$ cat config.mk
export PLATFORM = sky130hd
export DESIGN_NAME = cpt_param_table
export DESIGN_NICKNAME = d
export VERILOG_FILES = /design/src/common/cpt_pkg.sv /design/src/rtl/cpt_param_table.sv
export SDC_FILE = /design/constraint.sdc
export NUM_CORES = 1
export LEC_CHECK = 0
export BUFFER_PORTS_ARGS = -buffer_cell sky130_fd_sc_hd__buf_2
export CAP_MARGIN = 10
export CORE_MARGIN = 1.5
export CORE_UTILIZATION = 50
export CTS_BUF_LIST = sky130_fd_sc_hd__clkbuf_8
export CTS_CLUSTER_DIAMETER = 50
export DETAILED_ROUTE_END_ITERATION = 6
export HOLD_SLACK_MARGIN = 0.06
export PLACE_DENSITY = 0.93
export RECOVER_POWER = 100
export SLEW_MARGIN = 20
export SYNTH_ARGS = -nofsm -noshare
export SYNTH_HDL_FRONTEND = slang
export SYNTH_SLANG_ARGS = --single-unit
$ cat constraint.sdc
create_clock -name clk -period 1.2 [get_ports clk]
set_input_delay 0.12 -clock clk [delete_from_list [all_inputs] [get_ports clk]]
set_output_delay 0.12 -clock clk [all_outputs]
set_load 0.1 [all_outputs]
$ cat src/common/cpt_pkg.sv
// constants, field layouts and carriers for the codec parameter table
//------------------------------------------------------------------------
// Notes on behaviour
// - every parameter is fixed read-only; no command can change one
// - id 00h on root: maker id in 31:16, part id in 15:0
// - identity answer goes on the primary input line, whatever address
// - id 02h: rsvd 31:24, major 23:20, minor 19:16, vendor 15:8, step 7:0
// - id 04h: first child node in 23:16, child count in 7:0
// - id 05h: unsolicited flag bit 8, group kind code in 7:0
// - vendor widgets inside the audio group lack id 05h, report type Fh
// - id 08h: tone source bit 16, input delay 11:8, output delay 3:0
// - zero group delay means widgets on that path report their delay
// - id 09h on a widget: type in 23:20, delay in 19:16
// - widget type codes 0h to 7h and Fh; 8h to Eh reserved
// - volume knob may report bits 19:0 zero; host assumes unsol, list
// - tone widget uses only output amp bit 2 and amp override bit 3
// - swap capable two-way widget swaps on both paths; default none
// - link list bit is 1 for input converter, mixer, selector and pin
// - unsol capable pin emits an event on each presence change
// - stripe bit is 0 except on an output converter
// - format override reads 0 on pin complexes
// - amp override 0 means group defaults serve both amplifiers
// - input amp only on mixer, input conv, pin; output amp on output conv, mixer, selector, pin, tone
// - digital bit is 1 for a widget carrying a digital stream
// - stereo bit is 1 for stereo widgets, 0 for mono
//------------------------------------------------------------------------
package cpt_pkg;
    // parameter ids
    localparam logic [7:0] CPT_PID_IDENT  = 8'h00;
    localparam logic [7:0] CPT_PID_REV    = 8'h02;
    localparam logic [7:0] CPT_PID_NODES  = 8'h04;
    localparam logic [7:0] CPT_PID_GKIND  = 8'h05;
    localparam logic [7:0] CPT_PID_AGCAPS = 8'h08;
    localparam logic [7:0] CPT_PID_WCAPS  = 8'h09;
    // node map
    localparam logic [7:0] CPT_ROOT_NODE  = 8'h00;
    localparam logic [7:0] CPT_AFG_NODE   = 8'h01;
    localparam logic [7:0] CPT_AFG_COUNT  = 8'h01;
    localparam logic [7:0] CPT_W_FIRST    = 8'h02;
    localparam int         CPT_NUM_W      = 8;
    localparam logic [7:0] CPT_W_COUNT    = 8'h08;
    // identity, values arbitrary
    localparam logic [15:0] CPT_MAKER_ID  = 16'h1234;
    localparam logic [15:0] CPT_PART_ID   = 16'h5678;
    localparam logic [3:0]  CPT_SPEC_MAJ  = 4'h1;
    localparam logic [3:0]  CPT_SPEC_MIN  = 4'h0;
    localparam logic [7:0]  CPT_VEND_REV  = 8'h01;
    localparam logic [7:0]  CPT_STEP_NUM  = 8'h00;
    // group kind codes
    localparam logic [7:0] CPT_KIND_AUDIO = 8'h01;
    localparam logic [7:0] CPT_KIND_MODEM = 8'h02;
    localparam logic [7:0] CPT_KIND_VEND  = 8'h80;
    localparam logic       CPT_AFG_UNSOL  = 1'b0;
    // audio group caps
    localparam logic       CPT_TONE_PRES  = 1'b1;
    localparam logic [3:0] CPT_IN_DELAY   = 4'h2;
    localparam logic [3:0] CPT_OUT_DELAY  = 4'h0;
    // widget type codes
    localparam logic [3:0] CPT_WT_OUT     = 4'h0;
    localparam logic [3:0] CPT_WT_IN      = 4'h1;
    localparam logic [3:0] CPT_WT_MIX     = 4'h2;
    localparam logic [3:0] CPT_WT_SEL     = 4'h3;
    localparam logic [3:0] CPT_WT_PIN     = 4'h4;
    localparam logic [3:0] CPT_WT_PWR     = 4'h5;
    localparam logic [3:0] CPT_WT_KNOB    = 4'h6;
    localparam logic [3:0] CPT_WT_TONE    = 4'h7;
    localparam logic [3:0] CPT_WT_VEND    = 4'hF;
    // widget sample delays on the zero-delay output path
    localparam logic [3:0] CPT_OUTCONV_DLY = 4'h1;
    localparam logic [3:0] CPT_PIN_DLY     = 4'h1;
    // serial data input lane that carries the identity answer
    localparam logic [1:0] CPT_PRIMARY_SDI = 2'h0;
    localparam int         CPT_PIN_INDEX   = 4;

    typedef struct packed {
        logic [7:0] rsvd_hi;
        logic [3:0] wtype;
        logic [3:0] delay;
        logic [3:0] rsvd_mid;
        logic       swap;
        logic       widget_power_state_support;
        logic       digital;
        logic       input_link_list_present;
        logic       unsol;
        logic       processing_controls_present;
        logic       stripe;
        logic       fmt_override;
        logic       amp_override;
        logic       out_amp;
        logic       in_amp;
        logic       stereo;
    } cpt_wcaps_s;

    typedef struct packed {
        logic       valid;
        logic       is_set;
        logic [1:0] cad;
        logic [7:0] node;
        logic [7:0] param;
    } cpt_req_s;

    typedef struct packed {
        logic        valid;
        logic [1:0]  lane;
        logic [31:0] data;
    } cpt_rsp_s;

    localparam cpt_rsp_s CPT_RSP_IDLE = '0;
endpackage

$ cat src/rtl/cpt_param_table.sv
// capability parameter table of the codec, answering parameter fetches
`timescale 1ns/10ps
module cpt_param_table
(
    input  wire logic          clk,
    input  wire logic          rst_b,
    input  wire cpt_pkg::cpt_req_s req,
    input  wire logic          presence_detect,
    input  wire logic          unsol_enable,
    output cpt_pkg::cpt_rsp_s  rsp,
    output logic               unsol_pulse
);
    import cpt_pkg::*;

    //--------------------------------------------------------------------
    // widget capability table
    //--------------------------------------------------------------------

    // fixed build per widget; nothing in the design writes these
    function automatic cpt_wcaps_s cpt_widget_caps(input int idx);
        cpt_wcaps_s c;
        c = '0;
        case (idx)
            0:
            begin
                // output converter, analog, fed only from the link
                c.wtype        = CPT_WT_OUT;
                c.in_amp       = 1'b0; // no input side
                c.amp_override = 1'b0; // group defaults
                c.swap         = 1'b0; // one direction only
                c.delay        = CPT_OUTCONV_DLY;
                c.stripe       = 1'b0; // no stripe command
                c.fmt_override = 1'b1;
                c.out_amp      = 1'b1;
                c.digital      = 1'b0;
                c.widget_power_state_support = 1'b1;
                c.input_link_list_present    = 1'b0;
                c.stereo       = 1'b1;
            end
            1:
            begin
                // digital input converter, mono
                c.wtype        = CPT_WT_IN;
                c.stripe       = 1'b0;
                c.out_amp      = 1'b0;
                c.delay        = 4'h0; // group word holds it
                c.digital      = 1'b1;
                c.in_amp       = 1'b1;
                c.fmt_override = 1'b1;
                c.input_link_list_present = 1'b1;
                c.stereo       = 1'b0;
            end
            2:
            begin
                // mixer, both amplifiers from group defaults
                c.wtype        = CPT_WT_MIX;
                c.fmt_override = 1'b0; // group formats
                c.stripe       = 1'b0;
                c.digital      = 1'b0;
                c.in_amp       = 1'b1;
                c.out_amp      = 1'b1;
                c.amp_override = 1'b0;
                c.input_link_list_present = 1'b1;
                c.stereo       = 1'b1;
            end
            3:
            begin
                // selector has no input amplifier by its nature
                c.wtype        = CPT_WT_SEL;
                c.in_amp       = 1'b0;
                c.stripe       = 1'b0;
                c.digital      = 1'b0;
                c.out_amp      = 1'b1;
                c.amp_override = 1'b1;
                c.input_link_list_present = 1'b1;
                c.processing_controls_present = 1'b1;
                c.stereo       = 1'b1;
            end
            4:
            begin
                // pin complex, two-way, swaps on both paths
                c.wtype        = CPT_WT_PIN;
                c.stripe       = 1'b0;
                c.digital      = 1'b0; // analog jack
                c.delay        = CPT_PIN_DLY;
                c.swap         = 1'b1;
                c.unsol        = 1'b1;
                c.fmt_override = 1'b0;
                c.in_amp       = 1'b1;
                c.out_amp      = 1'b1;
                c.input_link_list_present = 1'b1;
                c.stereo       = 1'b1;
            end
            5:
            begin
                // volume knob keeps bits 19:0 at zero
                c.wtype        = CPT_WT_KNOB;
                c.unsol        = 1'b0; // host assumes it
                c.input_link_list_present = 1'b0;
            end
            6:
            begin
                // tone source: only amp bits carry meaning
                c.wtype        = CPT_WT_TONE;
                c.stereo       = 1'b0; // unused here
                c.in_amp       = 1'b0;
                c.out_amp      = 1'b1;
                c.amp_override = 1'b1;
            end
            default:
            begin
                // vendor widget inside the audio group
                c.wtype        = CPT_WT_VEND;
                c.stripe       = 1'b0;
                c.delay        = 4'h0;
            end
        endcase
        return c;
    endfunction

    //--------------------------------------------------------------------
    // node decode
    //--------------------------------------------------------------------

    wire logic        is_root;
    wire logic        is_afg;
    wire logic        is_widget;
    wire logic        is_vendor_w;
    wire logic [7:0]  w_offset;
    wire logic [31:0] w_caps_sel;
    wire logic [31:0] w_caps_part [CPT_NUM_W];
    logic      [31:0] w_caps_or;
    wire cpt_wcaps_s  sel_caps;

    // node classes; widgets occupy a contiguous block after the group
    assign is_root   = (req.node == CPT_ROOT_NODE);
    assign is_afg    = (req.node == CPT_AFG_NODE);
    // the subtract wraps for low nodes; the lower bound check covers it
    assign w_offset  = req.node - CPT_W_FIRST;
    assign is_widget = (req.node >= CPT_W_FIRST) &&
                       (w_offset < CPT_W_COUNT);

    // one masked copy per widget, merged below
    genvar gi;
    generate
        for (gi = 0; gi < CPT_NUM_W; gi = gi + 1)
        begin : g_widget
            wire logic hit;
            assign hit = is_widget && (w_offset == 8'(gi));
            assign w_caps_part[gi] = hit ? 32'(cpt_widget_caps(gi))
                                         : 32'h0000_0000;
        end
    endgenerate

    // at most one part is nonzero, so an or serves as the mux
    always_comb
    begin
        w_caps_or = 32'h0000_0000;
        for (int i = 0; i < CPT_NUM_W; i = i + 1)
        begin
            w_caps_or = w_caps_or | w_caps_part[i];
        end
    end

    // typed view of the merged word, so no field position is hand coded
    assign w_caps_sel  = w_caps_or;
    assign sel_caps    = cpt_wcaps_s'(w_caps_or);
    assign is_vendor_w = is_widget &&
                         (sel_caps.wtype == CPT_WT_VEND);

    //--------------------------------------------------------------------
    // response words
    //--------------------------------------------------------------------

    wire logic [31:0] ident_word;
    wire logic [31:0] rev_word;
    wire logic [31:0] root_nodes_word;
    wire logic [31:0] afg_nodes_word;
    wire logic [31:0] afg_kind_word;
    wire logic [31:0] afg_caps_word;

    assign ident_word      = {CPT_MAKER_ID, CPT_PART_ID};
    assign rev_word        = {8'h00, CPT_SPEC_MAJ, CPT_SPEC_MIN,
                              CPT_VEND_REV, CPT_STEP_NUM};
    // root lists the function groups, the group lists its widgets
    assign root_nodes_word = {8'h00, CPT_AFG_NODE,
                              8'h00, CPT_AFG_COUNT};
    assign afg_nodes_word  = {8'h00, CPT_W_FIRST,
                              8'h00, CPT_W_COUNT};
    assign afg_kind_word   = {23'h000000, CPT_AFG_UNSOL,
                              CPT_KIND_AUDIO};
    // zero output delay pushes the figure onto the widgets
    assign afg_caps_word   = {15'h0000, CPT_TONE_PRES, 4'h0,
                              CPT_IN_DELAY, 4'h0,
                              CPT_OUT_DELAY};

    //--------------------------------------------------------------------
    // parameter select
    //--------------------------------------------------------------------

    wire logic   is_get;
    wire logic   pick_ident;
    wire logic   pick_rev;
    wire logic   pick_root_nodes;
    wire logic   pick_afg_nodes;
    wire logic   pick_afg_kind;
    wire logic   pick_afg_caps;
    wire logic   pick_wcaps;
    wire logic   pick_vendor_kind;
    logic [31:0] rsp_data_nxt;
    logic [1:0]  rsp_lane_nxt;

    // a set never selects a table word, so nothing can be altered
    assign is_get           = !req.is_set;
    assign pick_ident       = is_get && is_root &&
                              (req.param == CPT_PID_IDENT);
    assign pick_rev         = is_get && is_root &&
                              (req.param == CPT_PID_REV);
    assign pick_root_nodes  = is_get && is_root &&
                              (req.param == CPT_PID_NODES);
    assign pick_afg_nodes   = is_get && is_afg &&
                              (req.param == CPT_PID_NODES);
    assign pick_afg_kind    = is_get && is_afg &&
                              (req.param == CPT_PID_GKIND);
    assign pick_afg_caps    = is_get && is_afg &&
                              (req.param == CPT_PID_AGCAPS);
    assign pick_wcaps       = is_get && is_widget &&
                              (req.param == CPT_PID_WCAPS);
    // vendor widgets carry no kind word
    assign pick_vendor_kind = is_get && is_vendor_w &&
                              (req.param == CPT_PID_GKIND);

    // anything not matched falls to zero
    always_comb
    begin
        rsp_data_nxt = 32'h0000_0000;
        if (req.is_set)
        begin
            // set commands are acknowledged but never stored
            rsp_data_nxt = 32'h0000_0000;
        end
        else if (pick_ident)
        begin
            rsp_data_nxt = ident_word;
        end
        else if (pick_rev)
        begin
            rsp_data_nxt = rev_word;
        end
        else if (pick_root_nodes)
        begin
            rsp_data_nxt = root_nodes_word;
        end
        else if (pick_afg_nodes)
        begin
            rsp_data_nxt = afg_nodes_word;
        end
        else if (pick_afg_kind)
        begin
            rsp_data_nxt = afg_kind_word;
        end
        else if (pick_afg_caps)
        begin
            rsp_data_nxt = afg_caps_word;
        end
        else if (pick_wcaps)
        begin
            rsp_data_nxt = w_caps_sel;
        end
        else if (pick_vendor_kind)
        begin
            // vendor widget has no kind parameter
            rsp_data_nxt = 32'h0000_0000;
        end
        else
        begin
            rsp_data_nxt = 32'h0000_0000;
        end
    end

    // identity always returns on the primary lane
    assign rsp_lane_nxt = pick_ident ? CPT_PRIMARY_SDI : req.cad;

    //--------------------------------------------------------------------
    // response register
    //--------------------------------------------------------------------

    cpt_rsp_s rsp_r;

    // one answer per request, one cycle later
    // lane and data hold between answers; only the strobe drops
    always_ff @(posedge clk or negedge rst_b)
    begin
        if (!rst_b)
        begin
            rsp_r <= CPT_RSP_IDLE;
        end
        else
        begin
            rsp_r.valid <= req.valid;
            if (req.valid)
            begin
                rsp_r.lane <= rsp_lane_nxt;
                rsp_r.data <= rsp_data_nxt;
            end
        end
    end

    assign rsp = rsp_r;

    //--------------------------------------------------------------------
    // presence change events
    //--------------------------------------------------------------------

    logic pd_prev_r;
    logic primed_r;
    logic unsol_r;
    wire logic pin_unsol_cap;
    wire logic pd_changed;
    wire cpt_wcaps_s pin_caps;

    // capability bit gates the event, so the table and pin agree
    assign pin_caps      = cpt_widget_caps(CPT_PIN_INDEX);
    assign pin_unsol_cap = pin_caps.unsol;
    // primed skips the first sample, whose history is unknown
    assign pd_changed    = primed_r && (presence_detect != pd_prev_r);

    // one pulse per changed edge; while disabled a change is dropped,
    // not queued, so enabling later never replays an old change
    always_ff @(posedge clk or negedge rst_b)
    begin
        if (!rst_b)
        begin
            pd_prev_r <= 1'b0;
            primed_r  <= 1'b0;
            unsol_r   <= 1'b0;
        end
        else
        begin
            pd_prev_r <= presence_detect;
            primed_r  <= 1'b1;
            unsol_r   <= pd_changed && unsol_enable &&
                         pin_unsol_cap;
        end
    end

    assign unsol_pulse = unsol_r;
endmodule

==> metrics.csv, run 1 <==
metric;value;unit
rows;19;
clock_sinks;23;
synth_top_cell_by_area;dfrtp_1;
crit_endpoint;rsp[3]$_DFFE_PN0P_/D;
h-tree-depth;1;
ys_seq_area_share;38.3;%
die_h;57.8;um
cts_root_buf;clkbuf_8;
io_pins;60;
grt_max_degree;24;
yosysTopAreaCellShare;38.3;%
initial_utilization;53.6;%
postSynthAreaPerCell;8.94;sq um
cts_buffer_depth;2;
worstEndpointType;sequential cell input;
synth.area.top_cells;dfrtp_1 38%, buf_4 7.5%, o2bb2ai_1 4.1%;
fp.dieW;57.8;um
dp_hpwl;3750;um
syn_area;1500;sq um
io_buffers;50;
outcome;stopped before the end;
numCtsBuffers;3;
tool.error;[ERROR DPL-0038] Utilization greater than 100%, impossible to legalize;
synth.distinct_cells;47;
synth_cells;168;
place_area;2380;sq um
synth-seq-cells;23;
gp_congestion;0.907;
lastStage;global routing (5_1_grt);
yosysWarnings;0;
-- cells in the mapped netlist (all sizes together) --
cell type,instances
nand2,15
o21ai,7
nand4,2
nand2b,2
or3,3
o31ai,3
clkinv,1
or4,6
xnor2,2
a21oi,5
ha,1
nor2,9
nand4b,1
a31oi,2
a21o,1
dfrtp,23
nand3,6
mux2,2
xor2,1
nor4,3
o211ai,2
a221oi,1
or2,3
clkbuf,4
a22oi,1
nor3,11
a21boi,3
a2bb2oi,2
a32oi,2
conb,2
o21bai,1
a211o,2
and3,3
nand3b,2
buf,17
o2bb2ai,7
a211oi,1
inv,4
nor3b,2
nor2b,3
-- logic make-up after synthesis --
| group | share of synthesized area, % |
|---|---|
| xor gates and xnor gates | 1.75 |
| and+or+nand+nor | 26.9 |
| muxes | 1.50 |
| adders and majority gates | 0.833 |
| buffers and inverters | 10.7 |
| DFF | 38.3 |
| AOI/OAI and AO/OA | 19.5 |
| other | 0.500 |
-- repair_timing --
| item | 4_1_cts |
|---|---|
| pin swaps | 15 |
| hold buffers | 2 |
| resized for setup | 22 |
| hold endpoints to repair | 24 |
| endpoints found under the setup margin | 19 |
| gates cloned | 0 |
| setup buffers | 4 |
-- through the flow --
| stage | worst slack (ns) | instances | utilization, % |
|---|---|---|---|
| floorplan | -0.597 | 176 | - |
| global placement | -0.693 | 276 | 84.8 |
| detailed placement | -0.769 | 276 | 84.8 |
| CTS | -0.436 | 286 | 92.6 |
==> run 2, diff against run 1 <==
- CORE_UTILIZATION: 50 -> 40
- CTS_BUF_LIST: sky130_fd_sc_hd__clkbuf_8 -> not set
- CTS_CLUSTER_DIAMETER: 50 -> not set
- HOLD_SLACK_MARGIN: 0.06 -> not set
- PLACE_DENSITY: 0.93 -> not set
- PLACE_DENSITY_LB_ADDON: not set -> 0.15
==> metrics.csv, run 2 <==
metric;value;unit
outcome;complete, but fails checks;
violations;negative setup slack;
arrival;1.81;ns
comb_power_share;33.8;%
startpoint_type;input pin;
r2r-end;rsp[8]$_DFFE_PN0P_;
final_area;2570;sq um
p_int;1.26;mW
vias_per_cell;5.34;
cp_slowest_stage_delay;0.53;ns
ys_seq_area_share;38.3;%
clk_latency;0.27;ns
path_cells;buf_6, or4_4, or4_4, or3_4, a21boi_1, o31ai_1;
io_pins;60;
dieArea;4130;sq um
place_area;2430;sq um
yosysMostFrequentCell;dfrtp_1;
wl_per_cell;15.4;um
slew_viol_final;0;
period_needed;1.63;ns
worstSetupPathType;input pin to flip-flop;
die_h;64.3;um
synth_cells;168;
grt_pass1_wl;7540;um
powerDensity;753;nW/um^2
dp.cells;295;
dp_hpwl;3630;um
h-tree-depth;1;
ant_nets;0;
tightest_slew;0.566;ns
power_switching;0.677;mW
n_fill_cell;293;
drc;0;
cts_tree;done;
fin_skew;0.0000419;ns
hp-class;input pin to flip-flop;
fp.dieW;64.3;um
r2r_start;rsp[8]$_DFFE_PN0P_;
hp-start;unsol_enable;
path_buf_inv;1;
drt_iter0_markers;54;
coreArea;3630;sq um
clockPowerShare;25.0;%
worst_slack;-0.433;ns
cts_root_buf;clkbuf_8;
antenna_found_initial;0;
overflow;0;
largest_register_ffs;20;
detail_route.first_pass.iterations;4;
relSlewSlack;62.3;%
synthArstFlopShare;100;%
clock_sinks;23;
layout_commonest_cell;buf_4;
grt_usage;23.6;%
area_growth;71.0;%
io_buffers;50;
drive_gt1_share;53.8;%
grt_max_degree;24;
synth_edf_count;0;
setup_violations;19;
min_delay_worst_endpoint;unsol_pulse$_DFF_PN0_;
antenna_cells;0;
nets;286;
crit_top_cell;or4_4;
power.leakage;1.16;nW
rrSetupSlack;0.22;ns
p_seq_share;41.2;%
vias;1645;
rsz0062_at_grt;true;
hold_violations;0;
postSynthAreaPerCell;8.94;sq um
synth_top_cell_by_area;dfrtp_1;
final_cell_mix;43 x buf_4, 22 x dfrtp_1, 15 x clkbuf_4, 14 x buf_2, 14 x buf_6;
initial_utilization;41.4;%
cp-end-kind;flip-flop;
max-vdd-ir-drop;0.449;mV
cts_buffer_depth;2;
path_max_fanout;5;
wirelength;4730;um
cp.required;1.37;ns
clk_pin_slew;0.08;ns
critical_path_cell_count;6;
synthFlopType;dfrtp_1;
cpMaxStageDelayCell;or4_4;
synth.area.top_cells;dfrtp_1 38%, buf_4 7.5%, o2bb2ai_1 4.1%;
layout.cells.non_filler;308;
max-cap-violations;0;
numCtsBuffers;3;
grt_pass1_vias;1653;
synth-seq-cells;23;
hold_depth;2;
syn_area;1500;sq um
fmax;612;MHz
fin_crit_sh;136;%
gp_congestion;0.953;
yosysTopAreaCellShare;38.3;%
ff2ff_path_depth;3;
sw_frac_of_total;35.0;%
cpLargestDelayFamily;simple AND/OR/NAND/NOR gates;
synth.distinct_cells;47;
rows;22;
yosysWarnings;0;
ys_top_cells_by_count;23 x dfrtp_1, 15 x buf_4, 15 x nand2_1;
-- run 2: kinds of logic (layout without fill, tap and decap cells) --
kind of cell | after synthesis | in the layout | synth area share [%]
simple gates | 71 | 71 | 26.9
compound gates | 40 | 40 | 19.5
buf+inv | 26 | 110 | 10.7
flops | 23 | 23 | 38.3
xor+xnor | 3 | 3 | 1.75
other cells | 2 | 10 | 0.500
mux | 2 | 2 | 1.50
fa+ha+maj | 1 | 1 | 0.833
-- run 2: worst max-delay path by stage --
stage,startpoint,to,slack [ns]
floorplan,req[11],rsp[9]$_DFFE_PN0P_,-0.60
global placement,req[5],rsp[9]$_DFFE_PN0P_,-0.70
detailed placement,req[5],rsp[9]$_DFFE_PN0P_,-0.74
CTS,req[15],rsp[9]$_DFFE_PN0P_,-0.43
global route,req[15],rsp[9]$_DFFE_PN0P_,-0.48
finish,req[15],rsp[9]$_DFFE_PN0P_,-0.43
-- run 2: repair_timing --
item | 4_1_cts | 5_1_grt
hold endpoints to repair | 24 | 0
resized for setup | 27 | 20
setup buffers | 6 | 1
hold buffers | 2 | 0
endpoints found under the setup margin | 19 | 21
pin swaps | 11 | 14
-- run 2: final cells by class --
cell class                 count  area, sq um  area share (%)
multi-input combinational    127          971            37.8
sequential                    23          579            22.5
tap                           48         60.1            2.34
inverter                       5         23.8           0.925
timing repair buffer         101          891            34.7
clock buffer                   4         45.0            1.75
-- run 2: through the flow --
stage	worst slack [ns]	total power, mW	setup TNS, ns	hold slack [ns]	utilization (%)
6_report	-0.433	1.94	-6.06	0.0982	70.7
5_1_grt	-0.479	2.01	-6.94	0.118	70.7
4_1_cts	-0.426	1.91	-6.12	0.105	72.9
3_5_place_dp	-0.740	1.39	-12.06	0.119	66.8
3_3_place_gp	-0.703	1.38	-11.57	0.102	66.8
2_1_floorplan	-0.597	1.19	-8.02	-0.176	-
-- run 2: worst reg2reg max path: cells and delay by family (launching register included) --
family	cells	cell delay, ns
flip-flops	1	0.38
AO/OA/AOI/OAI	2	0.33
AND/OR/NAND/NOR	1	0.15
-- run 2: layer usage --
metal	global-route usage, %	wire (um)
met1	28.3	2050
met2	40.4	2340
met5	0	0
met3	3.87	213
met4	12.2	121
-- run 2: power by group through the flow --
stage / clock, mW / combinational [mW] / sequential [mW]
5_1_grt: 0.524 / 0.691 / 0.799
3_5_place_dp: 0 / 0.581 / 0.814
2_1_floorplan: 0 / 0.291 / 0.898
6_report: 0.485 / 0.654 / 0.796
4_1_cts: 0.487 / 0.623 / 0.798
3_3_place_gp: 0 / 0.566 / 0.812
Power figures use the tool's default switching activity.
==> run 3, diff against run 2 <==
- CTS_BUF_LIST: not set -> sky130_fd_sc_hd__clkbuf_8
==> metrics.csv, run 3 (synthesis gave the netlist of run 2 again) <==
metric;value;unit
outcome;complete, but fails checks;
violations;negative setup slack;
dp_hpwl;3630;um
startpoint_type;input pin;
rsz0062_at_grt;true;
path_cells;buf_6, or4_4, or4_4, or3_4, a21boi_1, o31ai_1;
grt_pass1_vias;1653;
rows;22;
final_cell_mix;43 x buf_4, 22 x dfrtp_1, 15 x clkbuf_4, 14 x buf_2, 14 x buf_6;
slew_viol_final;0;
nets;286;
io_buffers;50;
period_needed;1.63;ns
drive_gt1_share;53.8;%
antenna_cells;0;
path_max_fanout;5;
cts_tree;done;
gp_congestion;0.953;
cts_root_buf;clkbuf_8;
antenna_found_initial;0;
ff_latch_area;579;sq um
overflow;0;
dieArea;4130;sq um
wirelength;4730;um
layout.cells.non_filler;308;
wl_per_cell;15.4;um
drt_iter0_markers;54;
largest_register_ffs;20;
h-tree-depth;1;
detail_route.first_pass.iterations;4;
fin_crit_sh;136;%
relSlewSlack;62.3;%
fmax;612;MHz
grt_max_degree;24;
clk_latency;0.27;ns
grt_usage;23.6;%
worstSetupPathType;input pin to flip-flop;
cts_buffer_depth;2;
vias;1647;
vias_per_cell;5.35;
cp.required;1.37;ns
tightest_slew;0.566;ns
cp-end-kind;flip-flop;
area_growth;71.0;%
fin_skew;0.0000419;ns
layout_commonest_cell;buf_4;
hold_violations;0;
arrival;1.81;ns
die_h;64.3;um
max-vdd-ir-drop;0.449;mV
tns;-6.08;ns
dp.cells;295;
n_fill_cell;293;
power.leakage;1.16;nW
drc;0;
cp_slowest_stage_delay;0.53;ns
grt_pass1_wl;7540;um
crit_top_cell;or4_4;
multi_input_area;971;sq um
final_core_util;70.7;%
worst_slack;-0.433;ns
io_pins;60;
setup_violations;19;
clock_sinks;23;
fp.dieW;64.3;um
initial_utilization;41.4;%
numCtsBuffers;3;
clk_pin_slew;0.08;ns
ant_nets;0;
coreArea;3630;sq um
powerDensity;750;nW/um^2
hp-class;input pin to flip-flop;
max-cap-violations;0;
cpMaxStageDelayCell;or4_4;
hold_slack;0.0982;ns
## run 3: per-layer routing
| layer | vias to the layer above | wire (um) | global-route usage (%) |
|---|---|---|---|
| met5 | - | 0 | 0 |
| met4 | 0 | 121 | 12.2 |
| met3 | 10 | 212 | 3.87 |
| met2 | 64 | 2350 | 40.4 |
| met1 | 788 | 2050 | 28.3 |
| li1 | 785 | - | - |
## run 3: repair_timing
item	CTS	global route
setup buffers	6	1
hold endpoints to repair	24	0
endpoints found under the setup margin	19	21
resized for setup	27	20
pin swaps	11	14
hold buffers	2	0
## run 3: critical path, delay by kind of cell
kind                   cells  cell delay, ns
AO/OA/AOI/OAI              2            0.21
buffers and inverters      1            0.09
AND/OR/NAND/NOR            3            1.38
## run 3: metrics by stage
| stage | setup slack [ns] | instance area (sq um) | total power [mW] |
|---|---|---|---|
| finish | -0.433 | 2570 | 1.93 |
| global route | -0.479 | 2570 | 2.01 |
| detailed placement | -0.740 | 2430 | 1.39 |
| floorplan | -0.597 | 1600 | 1.19 |
| global placement | -0.703 | 2430 | 1.38 |
| CTS | -0.426 | 2650 | 1.90 |
## run 3: report_power, final
group / switching [mW] / internal, mW / leakage (nW)
Sequential: 0.00710 / 0.789 / 0.307
Clock: 0.247 / 0.229 / 0.0269
Combinational: 0.423 / 0.231 / 0.828
## run 3: path summary, 6_finish.rpt
check | from | to | slack [ns] | cells after the start
min | unsol_enable | unsol_pulse$_DFF_PN0_ | 0.1 | 2
max reg2reg | rsp[8]$_DFFE_PN0P_ | rsp[8]$_DFFE_PN0P_ | 0.22 | 3
min in group asynchronous | rst_b | primed_r$_DFF_PN0_ | 0.37 | 2
min reg2reg | primed_r$_DFF_PN0_ | unsol_pulse$_DFF_PN0_ | 0.49 | 1
max in group asynchronous | rst_b | rsp[25]$_DFFE_PN0P_ | 0.41 | 2
max | req[15] | rsp[9]$_DFFE_PN0P_ | -0.43 | 6
## run 3: final cells by class
class / count / area share, %
Clock buffer: 3 / 1.61
Timing Repair Buffer: 101 / 34.7
Clock inverter: 1 / 0.146
Sequential cell: 23 / 22.5
Inverter: 5 / 0.925
Multi-Input combinational cell: 127 / 37.8
Tap cell: 48 / 2.34
